## config.mk

```make
export PLATFORM = sky130hd
export DESIGN_NAME = int_exec_top
export DESIGN_NICKNAME = d
export VERILOG_FILES = /design/src/logic/int_exec_pkg.sv /design/src/logic/alu_if.sv /design/src/logic/int_alu.sv /design/src/logic/int_exec_top.sv
export VERILOG_INCLUDE_DIRS = /design/src /design/src/logic
export SDC_FILE = /design/constraint.sdc
export NUM_CORES = 1
export LEC_CHECK = 0
export CAP_MARGIN = 20
export CORE_MARGIN = 10
export CORE_UTILIZATION = 65
export DETAILED_ROUTE_END_ITERATION = 8
export DONT_BUFFER_PORTS = 1
export GPL_TIMING_DRIVEN = 0
export HOLD_SLACK_MARGIN = 0.06
export PLACE_DENSITY = 0.81
export SLEW_MARGIN = 10
export SYNTH_ARGS = -nofsm -noshare
export SYNTH_HDL_FRONTEND = slang
export SYNTH_SLANG_ARGS = --single-unit
```

## constraint.sdc

```tcl
create_clock -name clk -period 7.3 [get_ports clk]
set_clock_uncertainty 0.15 [all_clocks]
set_input_delay 1.46 -clock clk [delete_from_list [all_inputs] [get_ports clk]]
set_output_delay 1.46 -clock clk [all_outputs]
set_load 0.02 [all_outputs]
```

## src/logic/int_exec_map.svh

```systemverilog
/*
  Constants of the integer execute block: fields, opcodes, offsets,
  bit positions and reset values.
  Assumes instruction bit 0 of the big-endian numbering is word bit 31.
*/
`ifndef INT_EXEC_MAP_SVH
`define INT_EXEC_MAP_SVH

// Instruction field positions, little-endian word bit numbers.
`define IEX_PRIM_HI 31
`define IEX_PRIM_LO 26
`define IEX_F1_HI 25
`define IEX_F1_LO 21
`define IEX_F2_HI 20
`define IEX_F2_LO 16
`define IEX_F3_HI 15
`define IEX_F3_LO 11
`define IEX_OE_BIT 10
`define IEX_XO9_HI 9
`define IEX_XO9_LO 1
`define IEX_XO10_HI 10
`define IEX_XO10_LO 1
`define IEX_RC_BIT 0
`define IEX_IMM_HI 15
`define IEX_IMM_LO 0
`define IEX_SIGN_BIT 15

// Primary opcodes.
`define IEX_OPC_XFORM 6'h1F
`define IEX_OPC_ADDI 6'h0E
`define IEX_OPC_ADDIC 6'h0C
`define IEX_OPC_ADDIC_REC 6'h0D
`define IEX_OPC_ADDIS 6'h0F

// Extended opcodes.
`define IEX_XO_ADD 9'h10A
`define IEX_XO_ADDC 9'h00A
`define IEX_XO_ADDE 9'h08A
`define IEX_XO_ADDME 9'h0EA
`define IEX_XO_ADDZE 9'h0CA
`define IEX_XO_AND_DFLT 10'h01C
`define IEX_XO_ANDC 10'h03C

// Register byte offsets on the APB.
`define IEX_ADDR_XER 12'h000
`define IEX_ADDR_CR0 12'h004
`define IEX_ADDR_IRQ_STAT 12'h008
`define IEX_ADDR_IRQ_CLR 12'h00C
`define IEX_ADDR_IRQ_EN 12'h010

// Fixed-point exception register bits.
`define IEX_XER_CA 0
`define IEX_XER_OV 1
`define IEX_XER_SO 2
// Condition field zero bits.
`define IEX_CR_SO 0
`define IEX_CR_EQ 1
`define IEX_CR_GT 2
`define IEX_CR_LT 3
// Interrupt bits.
`define IEX_IRQ_ILLEGAL 0
`define IEX_IRQ_OVERFLOW 1

// Reset values and fill constants.
`define IEX_XER_RST 3'h0
`define IEX_CR0_RST 4'h0
`define IEX_IRQ_RST 2'h0
`define IEX_ZERO32 32'h0000_0000
`define IEX_ONES32 32'hFFFF_FFFF
`define IEX_ZERO16 16'h0000
`define IEX_ONES16 16'hFFFF
`define IEX_ZERO5 5'h00

`endif

```

## src/logic/int_exec_pkg.sv

```systemverilog
/*
  Types shared by the integer execute block and its arithmetic unit.
  Assumes the constant map is included by files that need numbers.
*/
package int_exec_pkg;

  // Operation performed by the arithmetic unit.
  typedef enum logic [1:0] {
    ALU_ADD,
    ALU_AND,
    ALU_ANDC
  } alu_op_e;

  // Complete registered state of the execute block.
  typedef struct packed {
    logic [2:0]  fixed_point_exception_reg;
    logic [3:0]  cr0;
    logic [1:0]  irqStatus;
    logic [1:0]  irqEnable;
    logic        wbValid;
    logic [4:0]  wbAddr;
    logic [31:0] wbData;
    logic        illegal;
    logic [31:0] prdata;
    logic        pslverr;
  } exec_state_s;

endpackage

```

## src/logic/alu_if.sv

```systemverilog
/*
  Carrier between the execute block and its arithmetic unit.
  Assumes the unit answers combinationally in the same cycle.
*/
`timescale 1ns/1ps
interface alu_if;
  logic [31:0]            opA;       // First operand.
  logic [31:0]            opB;       // Second operand.
  logic                   carryIn;   // Carry into bit 0.
  int_exec_pkg::alu_op_e  op;        // Selected operation.
  logic [31:0]            result;    // Operation result.
  logic                   carryOut;  // Unsigned carry out of bit 31.
  logic                   overflow;  // Signed overflow of the sum.

  modport user (output opA, output opB, output carryIn, output op,
                input result, input carryOut, input overflow);
  modport unit (input opA, input opB, input carryIn, input op,
                output result, output carryOut, output overflow);
endinterface

```

## src/logic/int_alu.sv

```systemverilog
/*
  Combinational 32-bit adder and bitwise AND unit.
  Assumes operands are stable for the cycle; it holds no state.
*/
`timescale 1ns/1ps
module int_alu (
  alu_if.unit  bus  // Operands in, result and flags out.
);

  logic [32:0] sum;

  // One 33-bit sum serves every add form; the top bit is the carry.
  always_comb begin
    sum = {1'b0, bus.opA} + {1'b0, bus.opB} + {32'h0000_0000, bus.carryIn};
    bus.carryOut = sum[32];
    bus.overflow = (bus.opA[31] == bus.opB[31]) && (sum[31] != bus.opA[31]);
    unique case (bus.op)
      int_exec_pkg::ALU_ADD:  bus.result = sum[31:0];
      int_exec_pkg::ALU_AND:  bus.result = bus.opA & bus.opB;
      int_exec_pkg::ALU_ANDC: bus.result = bus.opA & ~bus.opB;
      default: bus.result = sum[31:0];
    endcase
  end

endmodule

```

## src/logic/int_exec_top.sv

```systemverilog
/*
  Execute stage for the add family and AND forms, with carry, overflow,
  condition field state and an APB register slave.
  Assumes source data arrive in the cycle of the read addresses, and one
  instruction a cycle from the decoder.
*/
`timescale 1ns/1ps
`include "int_exec_map.svh"

// Notes on behaviour
// RULE1 - The X-form add with code 266 writes the sum of two sources.
// RULE2 - Code 10 writes the sum and sets carry from unsigned overflow.
// RULE3 - Code 138 adds both sources and carry, and updates carry.
// RULE4 - Opcode 14 adds the sign-extended immediate to source or zero.
// RULE5 - Opcode 12 adds the immediate, sets carry, leaves the field.
// RULE6 - Opcode 13 acts like opcode 12 and always updates field zero.
// RULE7 - Opcode 15 adds the immediate shifted to the upper half.
// RULE8 - Code 234 writes source plus carry minus one and updates carry.
// RULE9 - Code 202 writes source plus carry and updates carry.
// RULE10 - AND writes the AND of two sources to the second field.
// RULE11 - Code 60 writes first source AND NOT second source.
// RULE12 - A set record bit updates condition field zero, else it holds.
// RULE13 - A set overflow-enable bit updates overflow and summary flags.
// RULE14 - A register field naming an absent register raises illegal.
// RULE15 - Overflow marks signed overflow; summary overflow is sticky.
// RULE16 - The field shows a signed compare with zero plus summary bit.
module int_exec_top #(
  parameter int          GPR_COUNT = 32,                // Registers built.
  parameter logic [9:0]  AND_XO    = `IEX_XO_AND_DFLT   // AND code.
) (
  input  wire logic        clk,         // Core clock.
  input  wire logic        srst,        // Synchronous reset, active high.
  input  wire logic [11:0] paddr,       // APB address.
  input  wire logic        psel,        // APB select.
  input  wire logic        penable,     // APB enable.
  input  wire logic        pwrite,      // APB direction.
  input  wire logic [31:0] pwdata,      // APB write data.
  output logic      [31:0] prdata,      // APB read data.
  output logic             pready,      // APB ready.
  output logic             pslverr,     // APB error.
  input  wire logic        instValid,   // Instruction present.
  input  wire logic [31:0] instWord,    // Instruction word.
  input  wire logic [31:0] srcAData,    // Data at readAddrA.
  input  wire logic [31:0] srcBData,    // Data at readAddrB.
  output logic      [4:0]  readAddrA,   // First read address.
  output logic      [4:0]  readAddrB,   // Second read address.
  output logic             wbValid,     // Write-back pulse.
  output logic      [4:0]  wbAddr,      // Write-back register.
  output logic      [31:0] wbData,      // Write-back value.
  output logic             illegalInst, // Illegal instruction pulse.
  output logic             irq          // Level interrupt.
);

  if (GPR_COUNT < 1 || GPR_COUNT > 32) begin : g_check
    $error("GPR_COUNT must lie between 1 and 32");
  end

  ////////////////////////////////////////////////////////////////////////
  // Helpers.

  // True when the core has the named register.
  function automatic logic gprExists(input logic [4:0] idx);
    return int'(idx) < GPR_COUNT;
  endfunction

  ////////////////////////////////////////////////////////////////////////
  // Declarations.

  int_exec_pkg::exec_state_s st_reg;
  int_exec_pkg::exec_state_s st_next;
  alu_if                     aluBus ();

  logic [5:0]  prim;
  logic [8:0]  xo9;
  logic [9:0]  xo10;
  logic [4:0]  fld1;
  logic [4:0]  fld2;
  logic [4:0]  fld3;
  logic [15:0] imm;
  logic [31:0] immExt;
  logic        oeBit;
  logic        rcBit;
  logic        hit;
  logic        isLogic;
  logic        useB;
  logic        record;
  logic        ovEnable;
  logic        writesCarry;
  logic        regsOk;
  logic        exec;
  logic        ovNew;
  logic        soNew;
  logic        apbSetup;
  logic        apbWrite;
  logic        mapped;
  logic [31:0] rdMux;

  ////////////////////////////////////////////////////////////////////////
  // Field extraction.

  // Fields are sliced once for every decode path.
  assign prim   = instWord[`IEX_PRIM_HI:`IEX_PRIM_LO];
  assign xo9    = instWord[`IEX_XO9_HI:`IEX_XO9_LO];
  assign xo10   = instWord[`IEX_XO10_HI:`IEX_XO10_LO];
  assign fld1   = instWord[`IEX_F1_HI:`IEX_F1_LO];
  assign fld2   = instWord[`IEX_F2_HI:`IEX_F2_LO];
  assign fld3   = instWord[`IEX_F3_HI:`IEX_F3_LO];
  assign imm    = instWord[`IEX_IMM_HI:`IEX_IMM_LO];
  assign oeBit  = instWord[`IEX_OE_BIT];
  assign rcBit  = instWord[`IEX_RC_BIT];
  assign immExt = {imm[`IEX_SIGN_BIT] ? `IEX_ONES16 : `IEX_ZERO16, imm};

  // The logic forms read their first source from the first field.
  assign readAddrA = isLogic ? fld1 : fld2;
  assign readAddrB = fld3;

  ////////////////////////////////////////////////////////////////////////
  // Decode and operand selection.

  // Unknown opcodes are left for other units.
  always_comb begin
    hit            = 1'b0;
    isLogic        = 1'b0;
    useB           = 1'b0;
    record         = 1'b0;
    ovEnable       = 1'b0;
    writesCarry    = 1'b0;
    aluBus.opA     = srcAData;
    aluBus.opB     = srcBData;
    aluBus.carryIn = 1'b0;
    aluBus.op      = int_exec_pkg::ALU_ADD;
    unique case (prim)
      `IEX_OPC_XFORM: begin
        record   = rcBit; // [RULE12]
        ovEnable = oeBit; // [RULE13]
        useB     = 1'b1;
        if (xo10 == AND_XO) begin
          hit       = 1'b1;
          isLogic   = 1'b1;
          ovEnable  = 1'b0;
          aluBus.op = int_exec_pkg::ALU_AND; // [RULE10]
        end else if (xo10 == `IEX_XO_ANDC) begin
          hit       = 1'b1;
          isLogic   = 1'b1;
          ovEnable  = 1'b0;
          aluBus.op = int_exec_pkg::ALU_ANDC; // [RULE11]
        end else begin
          unique case (xo9)
            `IEX_XO_ADD: begin
              hit = 1'b1; // [RULE1]
            end
            `IEX_XO_ADDC: begin
              hit         = 1'b1;
              writesCarry = 1'b1; // [RULE2]
            end
            `IEX_XO_ADDE: begin
              hit            = 1'b1;
              writesCarry    = 1'b1;
              aluBus.carryIn = st_reg.fixed_point_exception_reg[`IEX_XER_CA]; // [RULE3]
            end
            `IEX_XO_ADDME: begin
              hit            = 1'b1;
              useB           = 1'b0;
              writesCarry    = 1'b1;
              aluBus.opB     = `IEX_ONES32; // [RULE8]
              aluBus.carryIn = st_reg.fixed_point_exception_reg[`IEX_XER_CA];
            end
            `IEX_XO_ADDZE: begin
              hit            = 1'b1;
              useB           = 1'b0;
              writesCarry    = 1'b1;
              aluBus.opB     = `IEX_ZERO32; // [RULE9]
              aluBus.carryIn = st_reg.fixed_point_exception_reg[`IEX_XER_CA];
            end
            default: begin
              hit = 1'b0;
            end
          endcase
        end
      end
      `IEX_OPC_ADDI: begin
        hit        = 1'b1;
        aluBus.opA = (fld2 == `IEX_ZERO5) ? `IEX_ZERO32 : srcAData; // [RULE4]
        aluBus.opB = immExt;
      end
      `IEX_OPC_ADDIC: begin
        hit         = 1'b1;
        writesCarry = 1'b1; // [RULE5]
        aluBus.opB  = immExt;
      end
      `IEX_OPC_ADDIC_REC: begin
        hit         = 1'b1;
        writesCarry = 1'b1;
        record      = 1'b1; // [RULE6]
        aluBus.opB  = immExt;
      end
      `IEX_OPC_ADDIS: begin
        hit        = 1'b1;
        aluBus.opA = (fld2 == `IEX_ZERO5) ? `IEX_ZERO32 : srcAData; // [RULE7]
        aluBus.opB = {imm, `IEX_ZERO16};
      end
      default: begin
        hit = 1'b0;
      end
    endcase
  end

  int_alu u_alu (
    .bus (aluBus.unit)
  );

  // Every named field must exist; the third only where it is read.
  assign regsOk = gprExists(fld1) && gprExists(fld2)
                  && (!useB || gprExists(fld3)); // [RULE14]
  assign exec   = instValid && hit && regsOk;

  // Summary overflow only ever gains bits from execution.
  assign ovNew = aluBus.overflow; // [RULE15]
  assign soNew = st_reg.fixed_point_exception_reg[`IEX_XER_SO] | (ovEnable & ovNew);

  ////////////////////////////////////////////////////////////////////////
  // APB decode.

  // Reads are captured in the setup cycle: no wait states, and
  // prdata still comes from a flip-flop.
  assign apbSetup = psel && !penable;
  assign apbWrite = psel && penable && pwrite;
  assign mapped   = (paddr == `IEX_ADDR_XER) || (paddr == `IEX_ADDR_CR0)
                    || (paddr == `IEX_ADDR_IRQ_STAT)
                    || (paddr == `IEX_ADDR_IRQ_CLR)
                    || (paddr == `IEX_ADDR_IRQ_EN);

  // Read multiplexer; the clear register reads as zero.
  always_comb begin
    rdMux = `IEX_ZERO32;
    if (paddr == `IEX_ADDR_XER) begin
      rdMux = {29'h0000_0000, st_reg.fixed_point_exception_reg};
    end else if (paddr == `IEX_ADDR_CR0) begin
      rdMux = {28'h000_0000, st_reg.cr0};
    end else if (paddr == `IEX_ADDR_IRQ_STAT) begin
      rdMux = {30'h0000_0000, st_reg.irqStatus};
    end else if (paddr == `IEX_ADDR_IRQ_EN) begin
      rdMux = {30'h0000_0000, st_reg.irqEnable};
    end
  end

  ////////////////////////////////////////////////////////////////////////
  // Next state.

  // Software writes land first so same-cycle execution overrides
  // them; an event never loses to a clear.
  always_comb begin
    st_next         = st_reg;
    st_next.wbValid = 1'b0;
    st_next.illegal = 1'b0;
    if (apbSetup) begin
      st_next.prdata  = rdMux;
      st_next.pslverr = !mapped;
    end
    if (apbWrite && paddr == `IEX_ADDR_XER) begin
      st_next.fixed_point_exception_reg = pwdata[`IEX_XER_SO:`IEX_XER_CA];  // Only path clearing SO.
    end
    if (apbWrite && paddr == `IEX_ADDR_IRQ_EN) begin
      st_next.irqEnable = pwdata[`IEX_IRQ_OVERFLOW:`IEX_IRQ_ILLEGAL];
    end
    if (apbWrite && paddr == `IEX_ADDR_IRQ_CLR) begin
      st_next.irqStatus = st_reg.irqStatus
                          & ~pwdata[`IEX_IRQ_OVERFLOW:`IEX_IRQ_ILLEGAL];
    end
    if (instValid && hit && !regsOk) begin
      st_next.illegal = 1'b1; // [RULE14]
      st_next.irqStatus[`IEX_IRQ_ILLEGAL] = 1'b1;
    end
    if (exec) begin
      st_next.wbValid = 1'b1;
      st_next.wbAddr  = isLogic ? fld2 : fld1; // [RULE10]
      st_next.wbData  = aluBus.result; // [RULE1]
      if (writesCarry) begin
        st_next.fixed_point_exception_reg[`IEX_XER_CA] = aluBus.carryOut; // [RULE2]
      end
      if (ovEnable) begin
        st_next.fixed_point_exception_reg[`IEX_XER_OV] = ovNew; // [RULE13]
        st_next.fixed_point_exception_reg[`IEX_XER_SO] = soNew; // [RULE15]
        if (ovNew) begin
          st_next.irqStatus[`IEX_IRQ_OVERFLOW] = 1'b1;
        end
      end
      if (record) begin
        st_next.cr0[`IEX_CR_LT] = aluBus.result[31]; // [RULE16]
        st_next.cr0[`IEX_CR_GT] = !aluBus.result[31]
                                  && (aluBus.result != `IEX_ZERO32);
        st_next.cr0[`IEX_CR_EQ] = aluBus.result == `IEX_ZERO32;
        st_next.cr0[`IEX_CR_SO] = soNew; // [RULE12]
      end
    end
  end

  ////////////////////////////////////////////////////////////////////////
  // State register.

  // Reset clears flags, pulses and the interrupt enables.
  always_ff @(posedge clk) begin
    if (srst) begin
      st_reg           <= '0;
      st_reg.fixed_point_exception_reg       <= `IEX_XER_RST;
      st_reg.cr0       <= `IEX_CR0_RST;
      st_reg.irqStatus <= `IEX_IRQ_RST;
      st_reg.irqEnable <= `IEX_IRQ_RST;
    end else begin
      st_reg <= st_next;
    end
  end

  ////////////////////////////////////////////////////////////////////////
  // Outputs.

  // Zero-wait slave.
  assign pready      = 1'b1;
  assign prdata      = st_reg.prdata;
  assign pslverr     = st_reg.pslverr;
  assign wbValid     = st_reg.wbValid;
  assign wbAddr      = st_reg.wbAddr;
  assign wbData      = st_reg.wbData;
  assign illegalInst = st_reg.illegal;
  assign irq         = |(st_reg.irqStatus & st_reg.irqEnable);

endmodule

```

# Word-level counts from Yosys, hierarchy flattened
# Cells that the tools add are included.
# word_totals
reg_bits,83
latchBits,0
mem_bits_rw,0
romBits,0
inputBits,146
out_inout_bits,84
mem_count,0
# op_classes
add_sub_neg,2
n_mul,0
n_div,0
n_lt_le_gt_ge,0
n_eq_ne,20
shifts,0
muxes,45
bitwise,8
n_reduce_logical,29
# op_table
op,n
$mux 32,4
$pmux 32 s2,2
$pmux 32 s3,1
$and 32x32->32,2
$mux 38,1
$add 32x32->33,1
$add 33x1->33,1
$logic_not 32->1,1
$not 32->32,1
$reduce_bool 32->1,1
$eq 9x8->1 const B,3
$eq 12x4->1 const B,2
$eq 6x4->1 const B,4
$mux 1,19
$mux 16,1
$mux 2,7
$eq 12x3->1 const B,1
$eq 12x5->1 const B,1
$logic_not 12->1,1
$mux 4,3
$eq 10x5->1 const B,1
$eq 10x6->1 const B,1
$mux 5,2
$eq 9x4->1 const B,1
other kinds (22),42

# Longest topological paths before layout
# Gate-level depths: netlist of run 1.
# depth
depth_word,13
ltp_mapped,19

# Modules after synthesis
# A second synthesis of run 1 with hierarchy kept.
# hier_totals
hier_cells,962
hier_area_um2,6839.1
# by_module_without_submodules
module,n_inst,cells_each,area_per_inst_um2
int_exec_top,1,565,4204.0
int_alu,1,397,2635.0

# Worst setup path before layout of run 1
# No wires, ideal clock.
# synth_path
path_kind,input port to flip-flop
startpoint,in instWord[27]
endpoint,reg st_reg[78] (netlist bit)
setup_time_ps,117
arrival_ps,5172
required_ps,7033
path_slack_ps,1861
path_stages,19
path_cell_list,buf_2 nor2b_1 nand3_1 clkbuf_1 clkbuf_1 and2_1 fa_1 inv_1 fa_1 nand2b_1 a21oi_1 o211ai_1 a211oi_1 o21a_1 o32ai_1 a2111oi_0 and4b_1 nand2_1 a32o_1
# synth_via
elab_chain_cells,8
elab_cells_between_ends,27
classes_between,2 x add/sub; 7 x eq/ne; 7 x mux; 3 x bitwise; 8 x reduce/logical
# synth_rtl
item,line,source
"start, declared",int_exec_top.sv:42,"input wire logic [31:0] instWord,"
$eq 6x4->1,int_exec_top.sv:132,unique case (prim)
$reduce_or 3->1 (no source line) or $reduce_or 2->1 (tied branches),--,
$pmux 32 s3 or $mux 32 (tied branches),--,
$add 32x32->33 or $not 32->32 (tied branches),"int_alu.sv:14, int_alu.sv:20",
$add 33x1->33 or $and 32x32->32 (tied branches),"int_alu.sv:14, int_alu.sv:20",
$pmux 32 s2,int_alu.sv:17,unique case (bus.op)
$reduce_bool 32->1 (no source line) or $logic_not 1->1 (tied branches),--,
$logic_and 1x1->1,int_exec_top.sv:290,st_next.cr0[`IEX_CR_GT] = !aluBus.result[31]
"end signal, assigned",int_exec_top.sv:310,st_reg <= st_next;
"end, declared",int_exec_top.sv:69,int_exec_pkg::exec_state_s st_reg;
# Several ways; a longest one is shown, not always the timed one.
# A chain may end at the register's enable or synchronous reset.

# Final worst setup path of run 1
# layout_path
startpoint,in instWord[17]
endpoint,reg st_reg[78] (netlist bit)
# layout_via
elab_chain_cells,8
elab_cells_between_ends,11
classes_between,2 x add/sub; 3 x mux; 2 x bitwise; 4 x reduce/logical
# layout_rtl
item,line,source
$logic_not 5->1 (no source line) *,--,
$mux 32 *,"int_exec_top.sv:183, int_exec_top.sv:199",
$mux 32 *,--,
$add 32x32->33,int_alu.sv:14,"sum = {1'b0, bus.opA} + {1'b0, bus.opB} + {32'h0000_0000, bus.carryIn};"
$add 33x1->33,int_alu.sv:14,
$pmux 32 s2 *,int_alu.sv:17,
$reduce_bool 32->1 (no source line) or $logic_not 1->1 (tied branches),--,
$logic_and 1x1->1 *,int_exec_top.sv:290,
# Mark *: on every way between the ends. The rest lies on a longest branch, timed or not.

==> impl_metrics.json, run 1 <==
{
  "outcome": "complete, no violations",
  "worstSetupPathType": "in2reg",
  "grt_pass1_vias": 7383,
  "crit_path_end_kind": "flop",
  "start_kind": "input port",
  "portBuffers": 0,
  "yosys-top-cells-count": "nand2_1 (92), nor2_1 (88), buf_4 (76)",
  "ir_drop_mv": 0.1437,
  "drt-wirelength-per-cell_um": 23.32,
  "synth_cell_types": 79,
  "track_usage_pct": 33.73,
  "start_util_pct": 67.40,
  "vias": 7784,
  "die_area_mm2": 0.01536,
  "ios": 230,
  "viasPerCell": 6.786,
  "place_congestion": 1.043,
  "overflow": 0,
  "drc_errors": 0,
  "yosysWarnings": 0,
  "relSlewSlack_pct": 26.90,
  "r2r-start": "st_reg[80]",
  "power_leakage_nw": 2.814,
  "powerDensity_mw_per_mm2": 124.1,
  "synthArstFlopShare_pct": 0,
  "seqPwrFrac_pct": 33.1,
  "post_cts_buffers": 0,
  "synth_mux_area_share_pct": 5.667,
  "yosys.area_share.adder_pct": 6.273,
  "ys.flop_type": "dfxtp_1",
  "cp-startpoint": "instWord[17]",
  "die_w_um": 123.9,
  "seq_area_frac_synth_pct": 15.40,
  "die_y_um": 123.9,
  "cts_sinks": 54,
  "root_buffer": "clkbuf_8",
  "tns_ns": 0,
  "layoutNonFillerInstCount": 1147,
  "cts_max_level": 2,
  "synth_largest_area_cell": "dfxtp_1",
  "dp_hpwl_mm": 22.26,
  "drive_above_1_share_pct": 11.88,
  "nets": 1189,
  "netSwitchingPower_uw": 376.2,
  "worstPathMaxFanout": 10,
  "rows": 37,
  "numCtsBuffers": 5,
  "hold_violations": 0,
  "synth_seq_cells": 54,
  "syn_to_final_growth_pct": 5.311,
  "synth_top_family_by_area": "simple AND/OR/NAND/NOR gates",
  "largest_reg_flops": 32,
  "dr.pass1.iters": 6,
  "p_clk_share_pct": 18.5,
  "swShare_pct": 40.99,
  "max-cap-violations": 0,
  "tightest_slew_ns": 1.093,
  "synth-simple-area-share_pct": 29.46,
  "synth-xor-area-share_pct": 4.616,
  "fmax_mhz": 143.5,
  "crit_arrival_ns": 7.02,
  "antenna_found_initial": 2,
  "netlist_top_cells_area": "dfxtp_1 (15%), buf_4 (8.1%), ha_1 (5.7%)",
  "cts_buffer_depth": 2,
  "cts_resized": 0,
  "required_ns": 7.35,
  "synth_edf_count": 0,
  "syn_inst": 974,
  "min_from": "st_reg[82]",
  "cts-hold-fix-buffers": 0,
  "grt_pass1_wl_mm": 40.69,
  "hold_path.class": "reg2reg",
  "internal_power_uw": 541.5,
  "clk_pin_slew_ns": 0.08,
  "fin_crit_sh_pct": 95.44,
  "drt_iter0_markers": 1209,
  "layout_min_cycle_time_ns": 6.967,
  "syn_area_mm2": 0.007020,
  "syn_avg_cell_area_um2": 7.208,
  "synth.most_common_cell": "nand2_1",
  "synth_compound_area_share_pct": 26.25,
  "cts_tree": "built",
  "core_mm2": 0.01042,
  "finalMaxSlewViolations": 0,
  "worstSkewPairLatency_ns": 0.30,
  "setup_violations": 0,
  "grt_max_degree": 17,
  "ant_nets": 0,
  "comb_power_share_pct": 48.4,
  "dpl.cell_count": 1138,
  "rsz0062_at_grt": "false",
  "synth_top_area_share_pct": 15.40,
  "routed_wl_mm": 26.75
}
==> kinds of logic after synthesis <==
logic type / Yosys count
simple gates: 395
flops: 54
other cells: 2
fa+ha+maj: 34
buf+inv: 152
compound gates: 262
mux: 38
xor+xnor: 37
==> area by class of cell <==
class	instances	area, um2
plain buffers	127	764.5
inverters	25	93.84
diodes	1	2.502
flip-flops and latches	54	1081
multi-input cells	796	5186
fillers	883	3023
well taps	136	170.2
clock inverters	2	12.51
clock buffers	6	82.58
==> layer usage <==
| metal | global-route usage (%) | up-vias | wire (um) |
|---|---|---|---|
| li1 | - | 3562 | - |
| met1 | 42.30 | 3546 | 10030 |
| met2 | 53.01 | 579 | 11600 |
| met5 | 0 | - | 11 |
| met3 | 8.869 | 95 | 3807 |
| met4 | 15.76 | 2 | 1299 |
==> worst max-delay path, cell delays in order <==
cell	delay, ns
nor4_1	0.69
nand3_1	0.46
clkbuf_1	0.41
clkbuf_1	0.32
and2_1	0.24
fa_1	0.47
a211oi_1	0.35
o211ai_1	0.26
a21boi_0	0.54
nor2_1	0.12
or3_1	0.37
a32oi_1	0.40
nand2_1	0.13
nor4_1	0.46
nand2_1	0.11
a32o_1	0.23
==> placed cells by master, fill, tap and decap left out, types with 6 or more instances in the layout <==
cell,count
nand2_1,92
nor2_1,88
buf_4,76
dfxtp_1,54
a21oi_1,49
clkbuf_1,44
nand3_1,43
o21ai_0,41
and2_1,34
xnor2_1,32
ha_1,32
a211oi_1,31
conb_1,30
inv_1,24
mux2i_1,24
nor3_1,22
o211ai_1,19
nand2b_1,18
nand4_1,18
and3_1,14
mux2_2,14
nor2b_1,11
o21a_1,11
a31oi_1,10
or3_1,8
nor4_1,8
nand3b_1,7
o31ai_1,7
and4_1,6
o32a_1,6
a21o_1,6
a221o_1,6
a311oi_1,6
o22ai_1,6
clkbuf_8,6
==> stage by stage <==
stage	total power, mW	utilization (%)	setup slack (ns)	hold slack (ns)	instance area, um2
global route	0.9632	70.96	0.1306	0.3670	7391
detailed placement	0.7324	70.04	0.3410	0.3436	7296
CTS	0.8983	70.96	0.6304	0.3557	7391
global placement	0.7302	70.04	0.4100	0.2917	7296
floorplan	0.6352	-	1.861	0.2823	7126
finish	0.9177	70.98	0.3326	0.3594	7393
==> power by group through the flow <==
stage                     clock network [mW]  registers [mW]  logic, mW
after global placement                     0           0.310      0.420
after global routing                   0.182           0.304      0.477
after CTS                              0.171           0.303      0.424
final                                  0.170           0.304      0.444
after detailed placement                   0           0.310      0.422
after floorplan                            0           0.309      0.326
==> worst paths after layout <==
| check | endpoint | slack [ns] | cells after the start |
|---|---|---|---|
| max reg2reg | st_reg[77] | 2.38 | 15 |
| min | st_reg[82] | 0.36 | 2 |
| max | st_reg[78] | 0.33 | 16 |
| min reg2reg | st_reg[82] | 0.36 | 2 |
Power figures use the tool's default switching activity.
==> run 2, diff against run 1 <==
Settings changed: ABC_AREA set to 1.
==> run 2 against run 1 <==
Net effect: non-clock buffer count fell by 13; area after synthesis up 9.3%; clock power up 47%; largest power group unchanged.
==> impl_metrics.json, run 2 <==
{
  "synthArstFlopShare_pct": 0,
  "synth_top_area_share_pct": 23.28,
  "hold_path.class": "reg2reg",
  "tightest_slew_ns": 0.9083,
  "dp_hpwl_mm": 23.62,
  "synth_edf_count": 0,
  "cts_resized": 0,
  "place_congestion": 1.085,
  "path_common_cell": "nand2_1",
  "max-cap-violations": 0,
  "antenna_cells": 0,
  "cts-hold-fix-buffers": 0,
  "seq_area_frac_synth_pct": 14.08,
  "mostFrequentLayoutCells": "nand2_1 (476), inv_1 (254), nor2_1 (193)",
  "worstSetupPathType": "in2reg",
  "nets": 1690,
  "viasPerCell": 5.665,
  "ant_nets": 0,
  "synth_cell_types": 40,
  "comb_power_share_pct": 44.7,
  "internal_power_uw": 563.4,
  "drive_above_1_share_pct": 7.876,
  "antenna_found_initial": 0,
  "die_area_mm2": 0.01656,
  "cts_tree": "built",
  "p_clk_share_pct": 25.3,
  "cts_max_level": 2,
  "largest_reg_flops": 32,
  "root_buffer": "clkbuf_16",
  "syn_avg_cell_area_um2": 5.204,
  "yosysWarnings": 0,
  "cts_buffer_depth": 2,
  "routed_wl_mm": 29.23,
  "total_power_uw": 988.9,
  "dpl.cell_count": 1646,
  "seqPwrFrac_pct": 30.1,
  "start_kind": "input port",
  "layout_min_cycle_time_ns": 5.812,
  "path_cells": "nand2_1, inv_1, nand2_2, nor4_4, clkbuf_1, buf_1, nor2_1, ha_1, nand2_1, nor2_1, and2_1, and2_1, nand2_1, nand2_1, nand2_1, nand3_1, nand2_1, nor2_1, nand2_1, nor2_1, nand2_1, o21bai_1, a21oi_1",
  "overflow": 0,
  "cpMaxStageDelayCell": "buf_1",
  "tns_ns": 0,
  "synth.most_common_cell": "nand2_1",
  "die_y_um": 128.7,
  "syn_inst": 1475,
  "start_util_pct": 66.94,
  "drt-wirelength-per-cell_um": 17.67,
  "grt_pass1_vias": 8588,
  "worstSkewPairLatency_ns": 0.30,
  "post_cts_buffers": 0,
  "worstPathMaxFanout": 10,
  "finalMaxSlewViolations": 0,
  "netSwitchingPower_uw": 425.6,
  "syn_to_final_growth_pct": 5.705,
  "crit_path_end_kind": "flop",
  "clk_pin_slew_ns": 0.08,
  "power_leakage_nw": 4.926,
  "powerDensity_mw_per_mm2": 121.9,
  "dr.pass1.iters": 6,
  "fin_crit_sh_pct": 79.61,
  "rows": 39,
  "drc_errors": 0,
  "outcome": "complete, no violations",
  "cts_sinks": 54,
  "cp_num_buf_inv": 3,
  "cp_top_family": "simple AND/OR/NAND/NOR gates",
  "portBuffers": 0,
  "layoutNonFillerInstCount": 1654,
  "die_w_um": 128.7,
  "final_common_cell": "nand2_1",
  "setup_slack_ns": 1.488,
  "ios": 230,
  "hold_violations": 0,
  "synth_seq_cells": 54,
  "netlist_top_cells_area": "nand2_1 (23%), dfxtp_1 (14%), inv_1 (12%)",
  "ys.flop_type": "dfxtp_1",
  "synth_largest_area_cell": "nand2_1",
  "grt_pass1_wl_mm": 44.53,
  "ir_drop_mv": 0.2276,
  "drt_iter0_markers": 1264,
  "numCtsBuffers": 5,
  "crit_arrival_ns": 5.82,
  "rsz0062_at_grt": "false",
  "core_mm2": 0.01147,
  "fmax_mhz": 172.1,
  "syn_area_mm2": 0.007676,
  "track_usage_pct": 33.32,
  "swShare_pct": 43.03,
  "place_ws_ns": 1.567,
  "yosys-top-cells-count": "nand2_1 (476), inv_1 (254), nor2_1 (193)",
  "relSlewSlack_pct": 39.45,
  "vias": 9370,
  "critical_path.max_stage_delay_ns": 0.55,
  "required_ns": 7.31,
  "grt_max_degree": 20,
  "setup_violations": 0
}
==> run 2: worst paths after layout <==
check	endpoint	depth (start not counted)	from	slack (ns)
setup / recovery	st_reg[78]	23	instWord[29]	1.49
hold / removal	prdata[1]	2	prdata[1]	0.33
setup reg to reg	st_reg[78]	21	st_reg[80]	3.39
hold reg to reg	prdata[1]	2	prdata[1]	0.33
==> run 2: cell families (layout without fill, tap and decap cells) <==
logic type / Yosys count / in the layout / share of synthesized area, %
compound gates: 141 / 141 / 9.747
buf+inv: 372 / 380 / 22.31
xor+xnor: 7 / 7 / 0.7987
fa+ha+maj: 34 / 34 / 5.738
flops: 54 / 54 / 14.08
mux: 1 / 1 / 0.1467
simple gates: 864 / 864 / 47.07
other cells: 2 / 30 / 0.09784
==> run 2: cell type report <==
class                      instances  area, um2
multi-input combinational       1077       4987
fill                            1080       3353
sequential                        54       1081
inverter                         258      968.4
buffer                           114      744.5
tap                              143      178.9
clock buffer                       5      125.1
clock inverter                     3      28.78
==> run 2: power groups by stage <==
| stage | registers [mW] | clock network, mW | logic, mW |
|---|---|---|---|
| floorplan | 0.304 | 0 | 0.316 |
| CTS | 0.297 | 0.247 | 0.424 |
| detailed placement | 0.304 | 0 | 0.421 |
| global placement | 0.304 | 0 | 0.415 |
| finish | 0.297 | 0.250 | 0.442 |
| global route | 0.298 | 0.256 | 0.490 |
==> run 2: worst reg2reg max path: stages (launching register included) <==
cell and delay, ns:
dfxtp_1 0.34, inv_1 0.09, nor4_1 0.42, fa_1 0.35
inv_1 0.07, fa_1 0.37, inv_1 0.13, nand2_1 0.07
nand3_1 0.13, nand2_1 0.07, nand2_1 0.22, nand2_1 0.17
nand2_1 0.10, nand2_1 0.07, nand3_1 0.07, nand2_1 0.15
nor2_1 0.13, nand2_1 0.07, nor2_1 0.14, nand2_1 0.10
o21bai_1 0.25, a21oi_1 0.14
==> run 2: metal layers <==
| metal | share of wire, % | GRT usage, % | vias to the layer above |
|---|---|---|---|
| li1 | - | - | 4501 |
| met1 | 35 | 38.76 | 4008 |
| met2 | 45 | 55.42 | 731 |
| met3 | 14 | 10.18 | 130 |
| met4 | 4.9 | 14.34 | 0 |
| met5 | 0 | 0 | - |
==> run 2: through the flow <==
step / hold slack, ns / cell area [um2] / utilization [%]
2_1_floorplan: 0.2892 / 7781 / -
3_3_place_gp: 0.3036 / 7960 / 69.42
3_5_place_dp: 0.3205 / 7960 / 69.42
4_1_cts: 0.3341 / 8114 / 70.76
5_1_grt: 0.3709 / 8114 / 70.76
6_report: 0.3344 / 8114 / 70.76
==> run 3, diff against run 2 <==
Settings changed: ABC_AREA 1 to 0, CORE_UTILIZATION 65 to 60, PLACE_DENSITY 0.81 to 0.79.
Clock period 7.3 ns to 5.1 ns, I/O delays scaled along.
==> run 3 against run 2 <==
Net effect: routed wire length is 6.2% lower; cell count fell by 30%; first-iteration DRC count fell by 29%; critical path depth shrank 7; largest cell class unchanged; largest power group unchanged.
==> impl_metrics.json, run 3 (synthesis gave the netlist of run 1 again) <==
{
  "portBuffers": 0,
  "cpMaxStageDelayCell": "or3_4",
  "reg2reg_depth": 15,
  "p_clk_share_pct": 22.3,
  "required_ns": 5.13,
  "layoutNonFillerInstCount": 1158,
  "core_mm2": 0.01142,
  "critical_path.max_stage_delay_ns": 0.40,
  "cts_max_level": 2,
  "powerDensity_mw_per_mm2": 184.3,
  "largest_reg_flops": 32,
  "numCtsBuffers": 5,
  "ios": 230,
  "cts_tree": "built",
  "rows": 39,
  "ant_nets": 0,
  "vias": 7876,
  "layout_min_cycle_time_ns": 4.985,
  "track_usage_pct": 30.72,
  "drive_above_1_share_pct": 19.64,
  "setup_slack_ns": 0.1151,
  "cp_num_cells": 16,
  "internal_power_uw": 891.4,
  "netSwitchingPower_uw": 574.1,
  "relSlewSlack_pct": 28.06,
  "drt_iter0_markers": 897,
  "cp-startpoint": "instWord[5]",
  "final_common_cell": "buf_4",
  "cts_buffer_depth": 2,
  "rrSetupSlack_ns": 1.00,
  "antenna_found_initial": 3,
  "cp_top_family": "compound AO/OA/AOI/OAI gates",
  "clk_pin_slew_ns": 0.06,
  "grt_pass1_wl_mm": 40.16,
  "crit_path_end": "st_reg[78]",
  "r2r_end": "st_reg[78]",
  "tns_ns": 0,
  "place_ws_ns": -1.500,
  "power_leakage_nw": 3.008,
  "nets": 1194,
  "dp_hpwl_mm": 21.89,
  "die_y_um": 128.2,
  "die_w_um": 128.2,
  "swShare_pct": 39.18,
  "cts_sinks": 54,
  "outcome": "complete, no violations",
  "overflow": 0,
  "start_kind": "input port",
  "dr.pass1.iters": 6,
  "mostFrequentLayoutCells": "buf_4 (94), nand2_1 (91), nor2_1 (85)",
  "root_buffer": "clkbuf_16",
  "ir_drop_mv": 0.2631,
  "holdWs_ns": 0.3258,
  "viasPerCell": 6.801,
  "setup_violations": 0,
  "cp_num_buf_inv": 1,
  "fmax_mhz": 200.6,
  "drc_errors": 0,
  "start_util_pct": 61.48,
  "path_cells": "nand4bb_4, or3_4, nor4_4, fa_2, inv_1, fa_1, nand2b_1, a21oi_4, o211ai_1, a211oi_2, o21a_1, o32ai_4, a2111oi_4, and4b_2, nand2_1, a32o_1",
  "crit_arrival_ns": 5.01,
  "drt-wirelength-per-cell_um": 23.68,
  "tightest_slew_ns": 1.075,
  "hold_path.class": "reg2reg",
  "fin_crit_sh_pct": 97.74,
  "rsz0062_at_grt": "true",
  "worstSetupPathType": "in2reg",
  "routed_wl_mm": 27.42,
  "r2r-start": "st_reg[80]",
  "comb_power_share_pct": 48.0,
  "grt_pass1_vias": 7027,
  "place_congestion": 0.9866,
  "seqPwrFrac_pct": 29.6,
  "hold_violations": 0,
  "max-cap-violations": 0,
  "finalMaxSlewViolations": 0,
  "dpl.cell_count": 1145,
  "total_power_mw": 1.466,
  "worstPathMaxFanout": 6,
  "grt_max_degree": 15,
  "worstSkewPairLatency_ns": 0.28,
  "crit_path_end_kind": "flop",
  "die_area_mm2": 0.01643,
  "syn_to_final_growth_pct": 13.30
}
==> run 3: repair_timing <==
action	in CTS	in global routing
setup buffers	5	13
pin swaps	6	21
hold buffers	0	0
resized for setup	45	67
endpoints found under the setup margin	33	8
==> run 3: through the flow <==
stage,instance area [um2],util (%)
floorplan,7126,-
global placement,7305,63.97
detailed placement,7305,63.97
CTS,7640,66.91
global route,7951,69.64
finish,7954,69.66
==> run 3: area by class of cell <==
| type | instances | area [um2] |
|---|---|---|
| multi-input combinational | 796 | 5557 |
| fill | 1028 | 3465 |
| sequential | 54 | 1081 |
| buffer | 114 | 752.0 |
| tap | 143 | 178.9 |
| timing repair buffer | 18 | 147.6 |
| clock buffer | 6 | 138.9 |
| inverter | 25 | 93.84 |
| antenna | 2 | 5.005 |
==> run 3: power by group through the flow <==
stage          Sequential, mW  Combinational [mW]  Clock, mW
3_3_place_gp            0.444               0.606          0
5_1_grt                 0.435               0.750      0.344
2_1_floorplan           0.443               0.467          0
4_1_cts                 0.434               0.635      0.328
3_5_place_dp            0.444               0.609          0
6_report                0.434               0.704      0.328
==> run 3: layer usage <==
metal	vias up	global-route usage [%]	wire [um]
met3	84	10.84	3905
met5	-	0	11
met4	2	13.64	1245
met1	3622	37.92	10300
li1	3591	-	-
met2	577	47.05	11950
==> run 3: how the worst min path moves through the flow <==
stage | start | end | slack [ns] | depth (start not counted)
after floorplan | prdata[3] | prdata[3] | 0.28 | 2
after global placement | prdata[3] | prdata[3] | 0.29 | 2
after detailed placement | prdata[3] | prdata[3] | 0.30 | 2
after CTS | prdata[3] | prdata[3] | 0.30 | 2
after global routing | prdata[3] | prdata[3] | 0.35 | 2
final | prdata[3] | prdata[3] | 0.33 | 2
==> run 3: worst register-to-register path: cells and delay by family (launching register included) <==
family          cells  cell delay, ns
compound gates      7            1.69
buf+inv             1            0.06
simple gates        5            0.99
flops               1            0.42
fa+ha+maj           2            0.68
